==> config.mk <==
export PLATFORM = sky130hd
export DESIGN_NAME = sfh_host_port
export DESIGN_NICKNAME = d
export VERILOG_FILES = /design/src/core/sfh_pkg.sv /design/src/core/sfh_buffer.sv /design/src/core/sfh_host_port.sv
export SDC_FILE = /design/constraint.sdc
export NUM_CORES = 1
export LEC_CHECK = 0
export BUFFER_PORTS_ARGS = -buffer_cell sky130_fd_sc_hd__buf_2
export CAP_MARGIN = 0
export CORE_ASPECT_RATIO = 2
export CORE_MARGIN = 1.5
export CORE_UTILIZATION = 48
export CTS_BUF_LIST = sky130_fd_sc_hd__clkbuf_8 sky130_fd_sc_hd__clkbuf_16
export DETAILED_ROUTE_END_ITERATION = 16
export GPL_ROUTABILITY_DRIVEN = 0
export HOLD_SLACK_MARGIN = 0.15
export PLACE_DENSITY = 0.75
export SLEW_MARGIN = 25
export SYNTH_ARGS = -nofsm -noshare
export SYNTH_HDL_FRONTEND = slang
export SYNTH_SLANG_ARGS = --single-unit
==> constraint.sdc <==
create_clock -name clk -period 2.8 [get_ports clk]
set_clock_uncertainty 0.2 [all_clocks]
set_input_delay 0.56 -clock clk [delete_from_list [all_inputs] [get_ports clk]]
set_output_delay 0.56 -clock clk [all_outputs]
set_load 0.005 [all_outputs]
==> src/core/sfh_pkg.sv <==
// Shared constants and types for the slave FIFO port host controller.
// Assumes a 125 MHz system clock; the interface clock is derived from it.
package sfh_pkg;

  localparam int DATA_W = 16;
  localparam int CNT_W = 8;
  localparam int BUF_DEPTH = 2;
  localparam int CLK_PERIOD_NS = 8;
  // Interface clock period in system clock cycles (128 ns).
  localparam int LINK_DIV = 16;
  localparam logic [3:0] PH_RST = 4'h0;
  localparam logic [3:0] PH_SAMPLE = 4'(LINK_DIV / 2 - 1);
  localparam logic [3:0] PH_RISE = 4'(LINK_DIV / 2);
  localparam logic [3:0] PH_LAST = 4'(LINK_DIV - 1);
  // Least setup of the FIFO select ahead of its use.
  localparam int SEL_SETUP_NS = 25;
  localparam int SEL_SETUP_CYC_I =
    (SEL_SETUP_NS + CLK_PERIOD_NS - 1) / CLK_PERIOD_NS;
  localparam logic [3:0] SEL_SETUP_CYC = 4'(SEL_SETUP_CYC_I);
  // Active levels of the port pins, seen from the device.
  localparam logic CS_ACT = 1'b0;
  localparam logic OE_ACT = 1'b0;
  localparam logic RD_ACT = 1'b0;
  localparam logic WR_ACT = 1'b0;
  localparam logic PE_ACT = 1'b0;
  localparam logic EMPTY_ACT = 1'b0;
  localparam logic FULL_ACT = 1'b0;
  // Values after reset; CNT_ONE is the count step.
  localparam logic [CNT_W-1:0] CNT_RST = 8'h00;
  localparam logic [DATA_W-1:0] DATA_RST = 16'h0000;
  localparam logic [1:0] SEL_RST = 2'h0;
  localparam logic [CNT_W-1:0] CNT_ONE = 8'h01;

  typedef enum logic [1:0] {
    OP_NOP = 2'h0,
    OP_READ = 2'h1,
    OP_WRITE = 2'h2,
    OP_COMMIT = 2'h3
  } sfh_op_type;

  typedef struct packed {
    sfh_op_type op;
    logic [1:0] sel;
    logic commit_last;
    logic [CNT_W-1:0] count;
  } sfh_cmd_type;

  typedef enum logic [4:0] {
    ST_IDLE = 5'h01,
    ST_SETUP = 5'h02,
    ST_READ = 5'h04,
    ST_WRITE = 5'h08,
    ST_COMMIT = 5'h10
  } sfh_state_type;

endpackage

==> src/core/sfh_buffer.sv <==
// Two-entry flip-flop buffer with valid/ready on both sides.
// Assumes both sides run on clk and reset synchronously.
`timescale 1ns/100ps
module sfh_buffer #(
  parameter int WIDTH = 16,
  parameter int DEPTH = 2
) (
  input wire logic clk, // System clock.
  input wire logic sys_rst, // Synchronous reset, active high.
  input wire logic in_valid, // Word offered.
  output logic in_ready, // Room for a word.
  input wire logic [WIDTH-1:0] in_data, // Offered word.
  output logic out_valid, // Word available.
  input wire logic out_ready, // Consumer takes the word.
  output logic [WIDTH-1:0] out_data // Oldest word.
);
  localparam int IDX_W = (DEPTH > 1) ? $clog2(DEPTH) : 1;
  localparam logic [IDX_W-1:0] IDX_LAST = IDX_W'(DEPTH - 1);
  localparam logic [IDX_W:0] FILL_FULL = (IDX_W + 1)'(DEPTH);

  logic [WIDTH-1:0] mem_reg [DEPTH];
  logic [WIDTH-1:0] mem_next [DEPTH];
  logic [IDX_W-1:0] wp_reg, wp_next, rp_reg, rp_next;
  logic [IDX_W:0] fill_reg, fill_next;
  logic push, pop;

  assign in_ready = (fill_reg != FILL_FULL);
  assign out_valid = (fill_reg != '0);
  assign out_data = mem_reg[rp_reg];
  assign push = in_valid && in_ready;
  assign pop = out_valid && out_ready;

  always_comb begin
    mem_next = mem_reg;
    wp_next = wp_reg;
    rp_next = rp_reg;
    fill_next = fill_reg;
    if (push) begin
      mem_next[wp_reg] = in_data;
      wp_next = (wp_reg == IDX_LAST) ? '0 : IDX_W'(wp_reg + 1'b1);
    end
    if (pop) begin
      rp_next = (rp_reg == IDX_LAST) ? '0 : IDX_W'(rp_reg + 1'b1);
    end
    if (push && !pop) begin
      fill_next = (IDX_W + 1)'(fill_reg + 1'b1);
    end else if (pop && !push) begin
      fill_next = (IDX_W + 1)'(fill_reg - 1'b1);
    end
  end

  always_ff @(posedge clk) begin
    if (sys_rst) begin
      wp_reg <= '0;
      rp_reg <= '0;
      fill_reg <= '0;
    end else begin
      wp_reg <= wp_next;
      rp_reg <= rp_next;
      fill_reg <= fill_next;
    end
    mem_reg <= mem_next;
  end
endmodule // sfh_buffer

==> src/core/sfh_host_port.sv <==
// Host controller that drives a slave FIFO port in synchronous mode.
// Assumes the device samples on the interface clock made here, pins are
// asynchronous to clk, and the data pin is resolved outside.
// Behaviour
// - Read is valid only with chip select; select comes with or before.
// - Read data only appears under output enable; host keeps it on.
// - Write is valid only with chip select; select comes with or before.
// - Burst write holds strobe and chip select; one word per rise.
// - Commit may share the last write edge; that word is included.
// - FIFO select stays unchanged while the commit strobe is active.
// - Manual commit after an auto packet comes one clock later at least; not tracked here, a last-word commit can share that edge.
// - FIFO select is set at least 25 ns before it is used.
// - Chip select may be held active; port then counts as selected.
// - Asynchronous read strobe and output enable may be one signal.
`timescale 1ns/100ps
module sfh_host_port (
  input wire logic clk, // System clock, 125 MHz.
  input wire logic sys_rst, // Synchronous reset, active high.
  input wire logic cmd_valid, // Command offered.
  output logic cmd_ready, // Command taken when valid.
  input wire sfh_pkg::sfh_cmd_type cmd, // Operation, FIFO, word count.
  input wire logic [sfh_pkg::DATA_W-1:0] wr_data, // Word to write.
  input wire logic wr_valid, // Write word offered.
  output logic wr_ready, // Write word taken when valid.
  output logic [sfh_pkg::DATA_W-1:0] rd_data, // Word read.
  output logic rd_valid, // Read word available.
  input wire logic rd_ready, // Read word consumed.
  output logic interface_clock, // Clock driven to the device.
  output logic [1:0] fifo_select, // FIFO select lines.
  output logic port_chip_select, // Chip select pin.
  output logic port_output_enable, // Device data driver enable.
  output logic port_read_strobe, // Read strobe pin.
  output logic port_write_strobe, // Write strobe pin.
  output logic packet_commit_strobe, // Packet commit pin.
  input wire logic [sfh_pkg::DATA_W-1:0] fifo_data_in, // Data pin level.
  output logic [sfh_pkg::DATA_W-1:0] fifo_data_out, // Data we drive.
  output logic fifo_data_oe_n, // Low while we drive data.
  input wire logic dev_empty_flag, // Selected FIFO empty pin.
  input wire logic dev_full_flag // Selected FIFO full pin.
);
  import sfh_pkg::*;

  sfh_state_type state_reg, state_next;
  sfh_op_type op_reg, op_next;
  logic [3:0] phase_reg, phase_next, setup_reg, setup_next;
  logic [3:0] age_reg, age_next;
  logic [CNT_W-1:0] cnt_reg, cnt_next;
  logic [1:0] sel_reg, sel_next;
  logic [DATA_W-1:0] dout_reg, dout_next;
  logic cs_reg, cs_next, oe_reg, oe_next, rd_reg, rd_next;
  logic wr_reg, wr_next, pe_reg, pe_next, drive_reg, drive_next;
  logic cl_reg, cl_next, lclk_reg, lclk_next;
  logic [DATA_W+1:0] pin_s1_reg, pin_s2_reg;
  logic empty_s, full_s, buf_in_ready, push, period_end, go, fin;

  assign empty_s = (pin_s2_reg[DATA_W] == EMPTY_ACT);
  assign full_s = (pin_s2_reg[DATA_W+1] == FULL_ACT);
  assign period_end = (phase_reg == PH_LAST);
  // Capture just before the rise that advances the device pointer.
  // one entry per period
  assign push = rd_reg && (phase_reg == PH_SAMPLE);

  sfh_buffer #(
    .WIDTH(DATA_W),
    .DEPTH(BUF_DEPTH)
  ) u_rd_buf (
    .clk(clk),
    .sys_rst(sys_rst),
    .in_valid(push),
    .in_ready(buf_in_ready),
    .in_data(pin_s2_reg[DATA_W-1:0]),
    .out_valid(rd_valid),
    .out_ready(rd_ready),
    .out_data(rd_data)
  );

  always_comb begin
    state_next = state_reg;
    op_next = op_reg;
    phase_next = 4'(phase_reg + 4'h1);
    setup_next = setup_reg;
    cnt_next = cnt_reg;
    sel_next = sel_reg;
    dout_next = dout_reg;
    cs_next = cs_reg;
    oe_next = oe_reg;
    rd_next = rd_reg;
    wr_next = wr_reg;
    pe_next = pe_reg;
    drive_next = drive_reg;
    cl_next = cl_reg;
    cmd_ready = 1'b0;
    wr_ready = 1'b0;
    go = 1'b0;
    fin = 1'b0;
    case (state_reg)
      ST_IDLE: begin
        cmd_ready = 1'b1;
        if (cmd_valid) begin
          sel_next = cmd.sel;
          op_next = cmd.op;
          cnt_next = (cmd.op == OP_COMMIT) ? CNT_ONE : cmd.count;
          cl_next = cmd.commit_last;
          setup_next = SEL_SETUP_CYC;
          cs_next = 1'b1;
          state_next = ST_SETUP;
        end
      end
      ST_SETUP: begin
        if (setup_reg != 4'h0) begin
          setup_next = 4'(setup_reg - 4'h1);
        end else if (period_end) begin
          case (op_reg)
            OP_NOP: fin = 1'b1;
            OP_READ: begin
              oe_next = 1'b1;
              state_next = ST_READ;
            end
            OP_WRITE: begin
              drive_next = 1'b1;
              state_next = ST_WRITE;
            end
            default: state_next = ST_COMMIT;
          endcase
        end
      end
      ST_READ: begin
        if (period_end) begin
          go = (cnt_reg != CNT_RST) && buf_in_ready && !empty_s;
          rd_next = go;
          fin = !go && (cnt_reg == CNT_RST);
        end
      end
      ST_WRITE: begin
        if (period_end) begin
          // one word per rise while available
          go = (cnt_reg != CNT_RST) && wr_valid && !full_s;
          wr_ready = go;
          wr_next = go;
          if (go) begin
            dout_next = wr_data;
          end
          // commit on the last write edge
          pe_next = go && cl_reg && (cnt_reg == CNT_ONE);
          fin = !go && (cnt_reg == CNT_RST);
        end
      end
      ST_COMMIT: begin
        if (period_end) begin
          go = (cnt_reg != CNT_RST);
          pe_next = go;
          fin = !go;
        end
      end
      default: fin = 1'b1;
    endcase
    if (go) begin
      cnt_next = CNT_W'(cnt_reg - CNT_ONE);
    end
    if (fin) begin
      state_next = ST_IDLE;
      cs_next = 1'b0;
      oe_next = 1'b0;
      drive_next = 1'b0;
    end
    lclk_next = (phase_next >= PH_RISE);
    age_next = !cs_reg ? 4'h0 : (age_reg == 4'hf) ? age_reg :
               4'(age_reg + 4'h1);
  end

  always_ff @(posedge clk) begin
    if (sys_rst) begin
      state_reg <= ST_IDLE;
      op_reg <= OP_NOP;
      phase_reg <= PH_RST;
      setup_reg <= 4'h0;
      age_reg <= 4'h0;
      cnt_reg <= CNT_RST;
      sel_reg <= SEL_RST;
      dout_reg <= DATA_RST;
      cs_reg <= 1'b0;
      oe_reg <= 1'b0;
      rd_reg <= 1'b0;
      wr_reg <= 1'b0;
      pe_reg <= 1'b0;
      drive_reg <= 1'b0;
      cl_reg <= 1'b0;
      lclk_reg <= 1'b0;
    end else begin
      state_reg <= state_next;
      op_reg <= op_next;
      phase_reg <= phase_next;
      setup_reg <= setup_next;
      age_reg <= age_next;
      cnt_reg <= cnt_next;
      sel_reg <= sel_next;
      dout_reg <= dout_next;
      cs_reg <= cs_next;
      oe_reg <= oe_next;
      rd_reg <= rd_next;
      wr_reg <= wr_next;
      pe_reg <= pe_next;
      drive_reg <= drive_next;
      cl_reg <= cl_next;
      lclk_reg <= lclk_next;
    end
  end

  // Data and flags come from another domain; two stages before use.
  always_ff @(posedge clk) begin
    pin_s1_reg <= {dev_full_flag, dev_empty_flag, fifo_data_in};
    pin_s2_reg <= pin_s1_reg;
  end

  assign interface_clock = lclk_reg;
  assign fifo_select = sel_reg;
  assign port_chip_select = cs_reg ? CS_ACT : ~CS_ACT;
  assign port_output_enable = oe_reg ? OE_ACT : ~OE_ACT;
  assign port_read_strobe = rd_reg ? RD_ACT : ~RD_ACT;
  assign port_write_strobe = wr_reg ? WR_ACT : ~WR_ACT;
  assign packet_commit_strobe = pe_reg ? PE_ACT : ~PE_ACT;
  assign fifo_data_out = dout_reg;
  assign fifo_data_oe_n = ~drive_reg;
endmodule // sfh_host_port

==> Yosys cells after proc, flatten, opt, wreduce, memory -nomap -nowiden <==
Cells that the tools add are included.
W data, S select, Z words.
{ "op_classes": {"order_cmp": 4, "add_sub_neg": 7, "n_mux": 43, "n_reduce_logical": 40, "bitwise_logic": 4, "eq_ne": 19} }
{ "ops": {"columns": ["operator", "count"], "rows": [
  ["$mux W16", 4],
  ["$bwmux W32", 1],
  ["$mux W8", 4],
  ["$mux W1", 20],
  ["$demux W16 S1", 1],
  ["$ne A2 B2 Y1 const B", 8],
  ["$mux W5", 3],
  ["$pmux W5 S3", 1],
  ["$logic_and A1 B1 Y1", 14],
  ["$reduce_bool A2 Y1", 6],
  ["$pmux W5 S2", 1],
  ["$reduce_and A3 Y1", 3],
  ["$eq A8 B1 Y1 const B", 1],
  ["$logic_not A8 Y1", 1],
  ["$mux W4", 2],
  ["$pmux W4 S2", 1],
  ["$reduce_and A2 Y1", 4],
  ["$reduce_and A4 Y1", 2],
  ["$reduce_bool A8 Y1", 1],
  ["$sub A8 B1 Y8 const B", 1],
  ["$eq A5 B1 Y1 const B", 1],
  ["$eq A5 B2 Y1 const B", 1],
  ["$eq A5 B3 Y1 const B", 1],
  ["$eq A5 B4 Y1 const B", 1],
  ["other kinds (24)", 34]
]} }
{ "word_totals": {"register_bits": 121, "wordCells": 139, "output_inout_bits": 44, "inputBits": 52} }

==> Depth between registers and ports, before layout <==
{ "logic_depth": {"word_depth": 8, "depth_mapped": 9, "ltp_nobuf": 8} }

==> Cells and area by module <==
Synthesis repeated with hierarchy kept, for this count alone.
{ "hier_totals": {"cells_unflattened": 374, "area_unflattened_um2": 4471.8} }
{ "by_module_without_submodules": {"columns": ["mod", "seq_area_each_um2", "area_each_um2", "n_inst", "cells_each"], "rows": [
  ["sfh_host_port", 1681.6, 3111.7, 1, 302],
  ["sfh_buffer", 1041.0, 1360.1, 1, 72]
]} }

==> Worst setup path before layout <==
No wires, ideal clock.
{ "synth_path": {"path_kind": "flip-flop to flip-flop", "from": "register phase_reg[0]", "to": "register u_rd_buf.mem_reg[16] in the netlist's numbering, enable pin", "path_stages_with_launch": 4, "required_time_ps": 2170, "n_path_buf": 0, "period_less_slack_ps": 2826, "arrival_time_ps": 2196, "setup_slack_ps": -26, "setup_ps": 430, "path_cell_list": "dfxtp_1 ha_1 nand3_1 nor4_1"} }
{ "synth_via": {"elab_chain_cells": 3} }
{ "synth_rtl": {"columns": ["element", "line", "text"], "rows": [
  ["start, declared", "sfh_host_port.sv:45", "logic [3:0] phase_reg, phase_next, setup_reg, setup_next;"],
  ["start signal, assigned", "sfh_host_port.sv:192", "phase_reg <= phase_next;"],
  ["$eq A4 B3 Y1", "sfh_host_port.sv:61", "assign push = rd_reg && (phase_reg == PH_SAMPLE);"],
  ["$logic_and A1 B1 Y1", "sfh_host_port.sv:61", null],
  ["$logic_and A1 B1 Y1", "sfh_buffer.sv:30", "assign push = in_valid && in_ready;"],
  ["end signal, assigned", "sfh_buffer.sv:62", "mem_reg <= mem_next;"],
  ["end, declared", "sfh_buffer.sv:21", "logic [WIDTH-1:0] mem_reg [DEPTH];"]
]} }
Every way passes these cells.
A chain may end at the register's enable or synchronous reset.

==> Final worst setup path <==
{ "layout_path": {"from": "register cnt_reg[1]", "to": "output wr_ready"} }
{ "layout_via": {"elab_chain_cells": 5} }
{ "layout_rtl": {"columns": ["element", "line", "text"], "rows": [
  ["start, declared", "sfh_host_port.sv:47", "logic [CNT_W-1:0] cnt_reg, cnt_next;"],
  ["start signal, assigned", "sfh_host_port.sv:195", "cnt_reg <= cnt_next;"],
  ["$reduce_bool A8 Y1", "sfh_host_port.sv:137", "go = (cnt_reg != CNT_RST) && wr_valid && !full_s;"],
  ["$logic_and A1 B1 Y1 (2 in a row)", "sfh_host_port.sv:137", null],
  ["$mux W1", "sfh_host_port.sv:135", "if (period_end) begin"],
  ["$mux W1", "sfh_host_port.sv:96", "case (state_reg)"],
  ["end, declared", "sfh_host_port.sv:24", "output logic wr_ready,"]
]} }
Every way passes these cells.

==> impl_metrics.env <==
export IMPL_status="finished, final reports clean"
export IMPL_worstPathMaxFanout=6
export IMPL_reg2reg_to="cnt_reg[7]"
export IMPL_post_dp_cell_area_sq_mm=0.00489
export IMPL_cp_required_ns=2.04
export IMPL_cts_root_buf="clkbuf_16"
export IMPL_crit_path_top_delay_cell="or3b_4"
export IMPL_grt_max_degree=33
export IMPL_yosys_warnings=0
export IMPL_place_hpwl_mm=6.35
export IMPL_drv_cap=0
export IMPL_rows=48
export IMPL_h_tree_depth=4
export IMPL_slew_viol_final=0
export IMPL_yosysTopAreaCell="dfxtp_1"
export IMPL_io_pins=96
export IMPL_cts_sinks=120
export IMPL_ys_seq_area_share_pct=63.7
export IMPL_ys_async_sr_fraction_pct=0
export IMPL_p_leak_nw=2.37
export IMPL_cp_arrival_ns=1.91
export IMPL_via_per_inst=5.12
export IMPL_antenna_found_initial=0
export IMPL_r2r_slack_ns=0.20
export IMPL_worstSetupEndpointType="output pin"
export IMPL_tns_ns=0
export IMPL_first_global_vias=3260
export IMPL_irDropWorstVdd_mv=0.646
export IMPL_min_period_over_period_pct=95.4
export IMPL_wirelength_mm=9.61
export IMPL_synth_most_common_cell="dfxtp_1"
export IMPL_cp_start_kind="flop"
export IMPL_antenna_cells=0
export IMPL_nFillCells=651
export IMPL_use_met2_pct=39.2
export IMPL_die_y_um=136
export IMPL_nNetsFinal=584
export IMPL_worst_slew_margin_rel_pct=49.9
export IMPL_start_util_pct=49.4
export IMPL_cts_tree="yes"
export IMPL_synth_top_area_share_pct=41.2
export IMPL_path_buf_inv=3
export IMPL_grt_use_met1_pct=20.9
export IMPL_holdPathEnd="pin_s2_reg[2]"
export IMPL_final_cell_area_sq_mm=0.00584
export IMPL_synth_top_cells_by_area="dfxtp_1 (41%), edfxtp_1 (22%), nand2_1 (4.7%)"
export IMPL_hold_violations=0
export IMPL_drt_antenna_violating_nets=0
export IMPL_ys_seq_elements=120
export IMPL_core_sq_mm=0.00865
export IMPL_grt_pass1_wl_mm=15.3
export IMPL_drc=0
export IMPL_largest_reg_flops=32
export IMPL_via_count=3255
export IMPL_fmax_mhz=375
export IMPL_drive_gt1_share_pct=30.4
export IMPL_synth_cell_area_sq_mm=0.00427
export IMPL_cpPeakStageDelay_ns=0.44
export IMPL_powerDensity_mw_per_mm2=748
export IMPL_clk_pin_slew_ns=0.05
export IMPL_clkLatencyLatePin_ns=0.40
export IMPL_netlist_top_cells_count="dfxtp_1 (88), nand2_1 (54), a21oi_1 (39), edfxtp_1 (32), nor2_1 (20)"
export IMPL_cts_repair_timing_setup_buffer_count=0
export IMPL_whs_path_depth=0
export IMPL_grt_total_usage_pct=21.1
export IMPL_synth_enable_flop_cells=32
export IMPL_die_area_sq_mm=0.00951
export IMPL_hold_class="reg2reg"
export IMPL_numPortBuffers=95
export IMPL_critical_path_top_delay_family="simple AND/OR/NAND/NOR gates"
export IMPL_syn_avg_cell_area_sq_um=11.2
export IMPL_ys_flop_type="dfxtp_1"
export IMPL_use_met3_pct=6.67
export IMPL_path_cells="inv_1, ha_1, or3b_4, nor2_8, buf_4, nor3_2, buf_2"
export IMPL_initialDrtViolationCount=127
export IMPL_synthToLayoutAreaGrowth_pct=36.6
export IMPL_ys_types=47
export IMPL_worst_r2r_cell_count=8
export IMPL_die_x_um=69.7
export IMPL_period_minus_slack_ns=2.67
export IMPL_synthCells=380
export IMPL_cts_made_buffers=17
export IMPL_min_from="pin_s1_reg[2]"
export IMPL_post_drt_wl_per_cell_um=15.1
export IMPL_finalSetupViolCount=0
export IMPL_overflow=0
export IMPL_tightest_slew_ns=0.749
export IMPL_dr_pass1_iters=6
export IMPL_rr_startpoint="cnt_reg[1]"
export IMPL_rsz0062_at_grt="yes"
export IMPL_top_usage_layer="met2"
export IMPL_syn_nets=441
export IMPL_critical_path_class="reg2out"
export IMPL_clk_path_buf_depth=2
-- per-stage QoR --
stage / std cells / power [mW] / hold WS [ns] / util (%) / setup slack [ns]
2_1_floorplan: 380 / 2.13 / 0.110 / - / 0.359
3_3_place_gp: 569 / 2.25 / 0.112 / 56.6 / -0.0486
3_5_place_dp: 569 / 2.26 / 0.114 / 56.6 / -0.153
4_1_cts: 636 / 4.40 / 0.166 / 67.4 / 0.110
5_1_grt: 636 / 4.53 / 0.164 / 67.5 / -0.0253
6_report: 636 / 4.37 / 0.157 / 67.5 / 0.130
-- layout by cell type, fill, tap and decap left out, types with 4 or more instances in the layout --
master and instances:
buf_2 95, a31oi_1 6, xnor2_1 4, nor3_1 9
mux2_2 17, dfxtp_1 88, nand2_1 54, dlygate4sd3_1 35
buf_4 12, xor2_1 5, nor2_1 19, inv_1 17
clkbuf_16 17, nor2b_1 4, ha_1 9, a21oi_1 39
edfxtp_1 32, nand3b_1 4, nand3_1 6, o21ai_0 4
-- worst max path at each step --
stage            endpoint  slack [ns]  cells past startpoint          from
2_1_floorplan  cnt_reg[2]        0.36                      9    cnt_reg[0]
3_3_place_gp   cnt_reg[7]       -0.05                      8    cnt_reg[1]
3_5_place_dp   cnt_reg[7]       -0.15                      8    cnt_reg[1]
4_1_cts          wr_ready        0.11                      7    cnt_reg[1]
5_1_grt        cnt_reg[7]       -0.03                      7  phase_reg[0]
6_report         wr_ready        0.13                      7    cnt_reg[1]
-- cell families after synthesis --
| logic type | Yosys count | share of synthesized area (%) |
|---|---|---|
| AND/OR/NAND/NOR | 131 | 15.6 |
| flip-flops | 120 | 63.7 |
| AO/OA/AOI/OAI | 62 | 8.37 |
| buffers and inverters | 31 | 3.16 |
| multiplexers | 18 | 4.71 |
| XOR/XNOR | 9 | 1.84 |
| adder cells (fa/ha/maj) | 9 | 2.63 |
-- where the power goes --
group,switching (mW),internal (mW),total (mW)
combinational,0.196,0.184,0.381
clock,0.722,1.37,2.09
sequential,0.0471,1.85,1.90
-- area by class of cell --
cell class / instances / area, sq um / area share (%)
clock buffer: 17 / 425 / 7.29
clock inverter: 15 / 148 / 2.53
inverter: 13 / 48.8 / 0.836
multi-input combinational: 229 / 1450 / 24.9
sequential: 120 / 2720 / 46.6
tap: 100 / 125 / 2.14
timing repair buffer: 142 / 916 / 15.7
-- per-layer routing --
metal,wire length [um],up-vias,part of all wire [%]
li1,-,1613,-
met1,3620,1546,38
met2,5360,79,56
met3,392,17,4.1
met4,239,0,2.5
met5,0,-,0
-- repair_timing --
action	4_1_cts	5_1_grt
gates resized for setup	2	4
setup endpoints to repair	5	4
pin swaps	0	1
hold buffers	35	0
endpoints found under the hold margin	35	0
(Power assumes the default switching activity.)
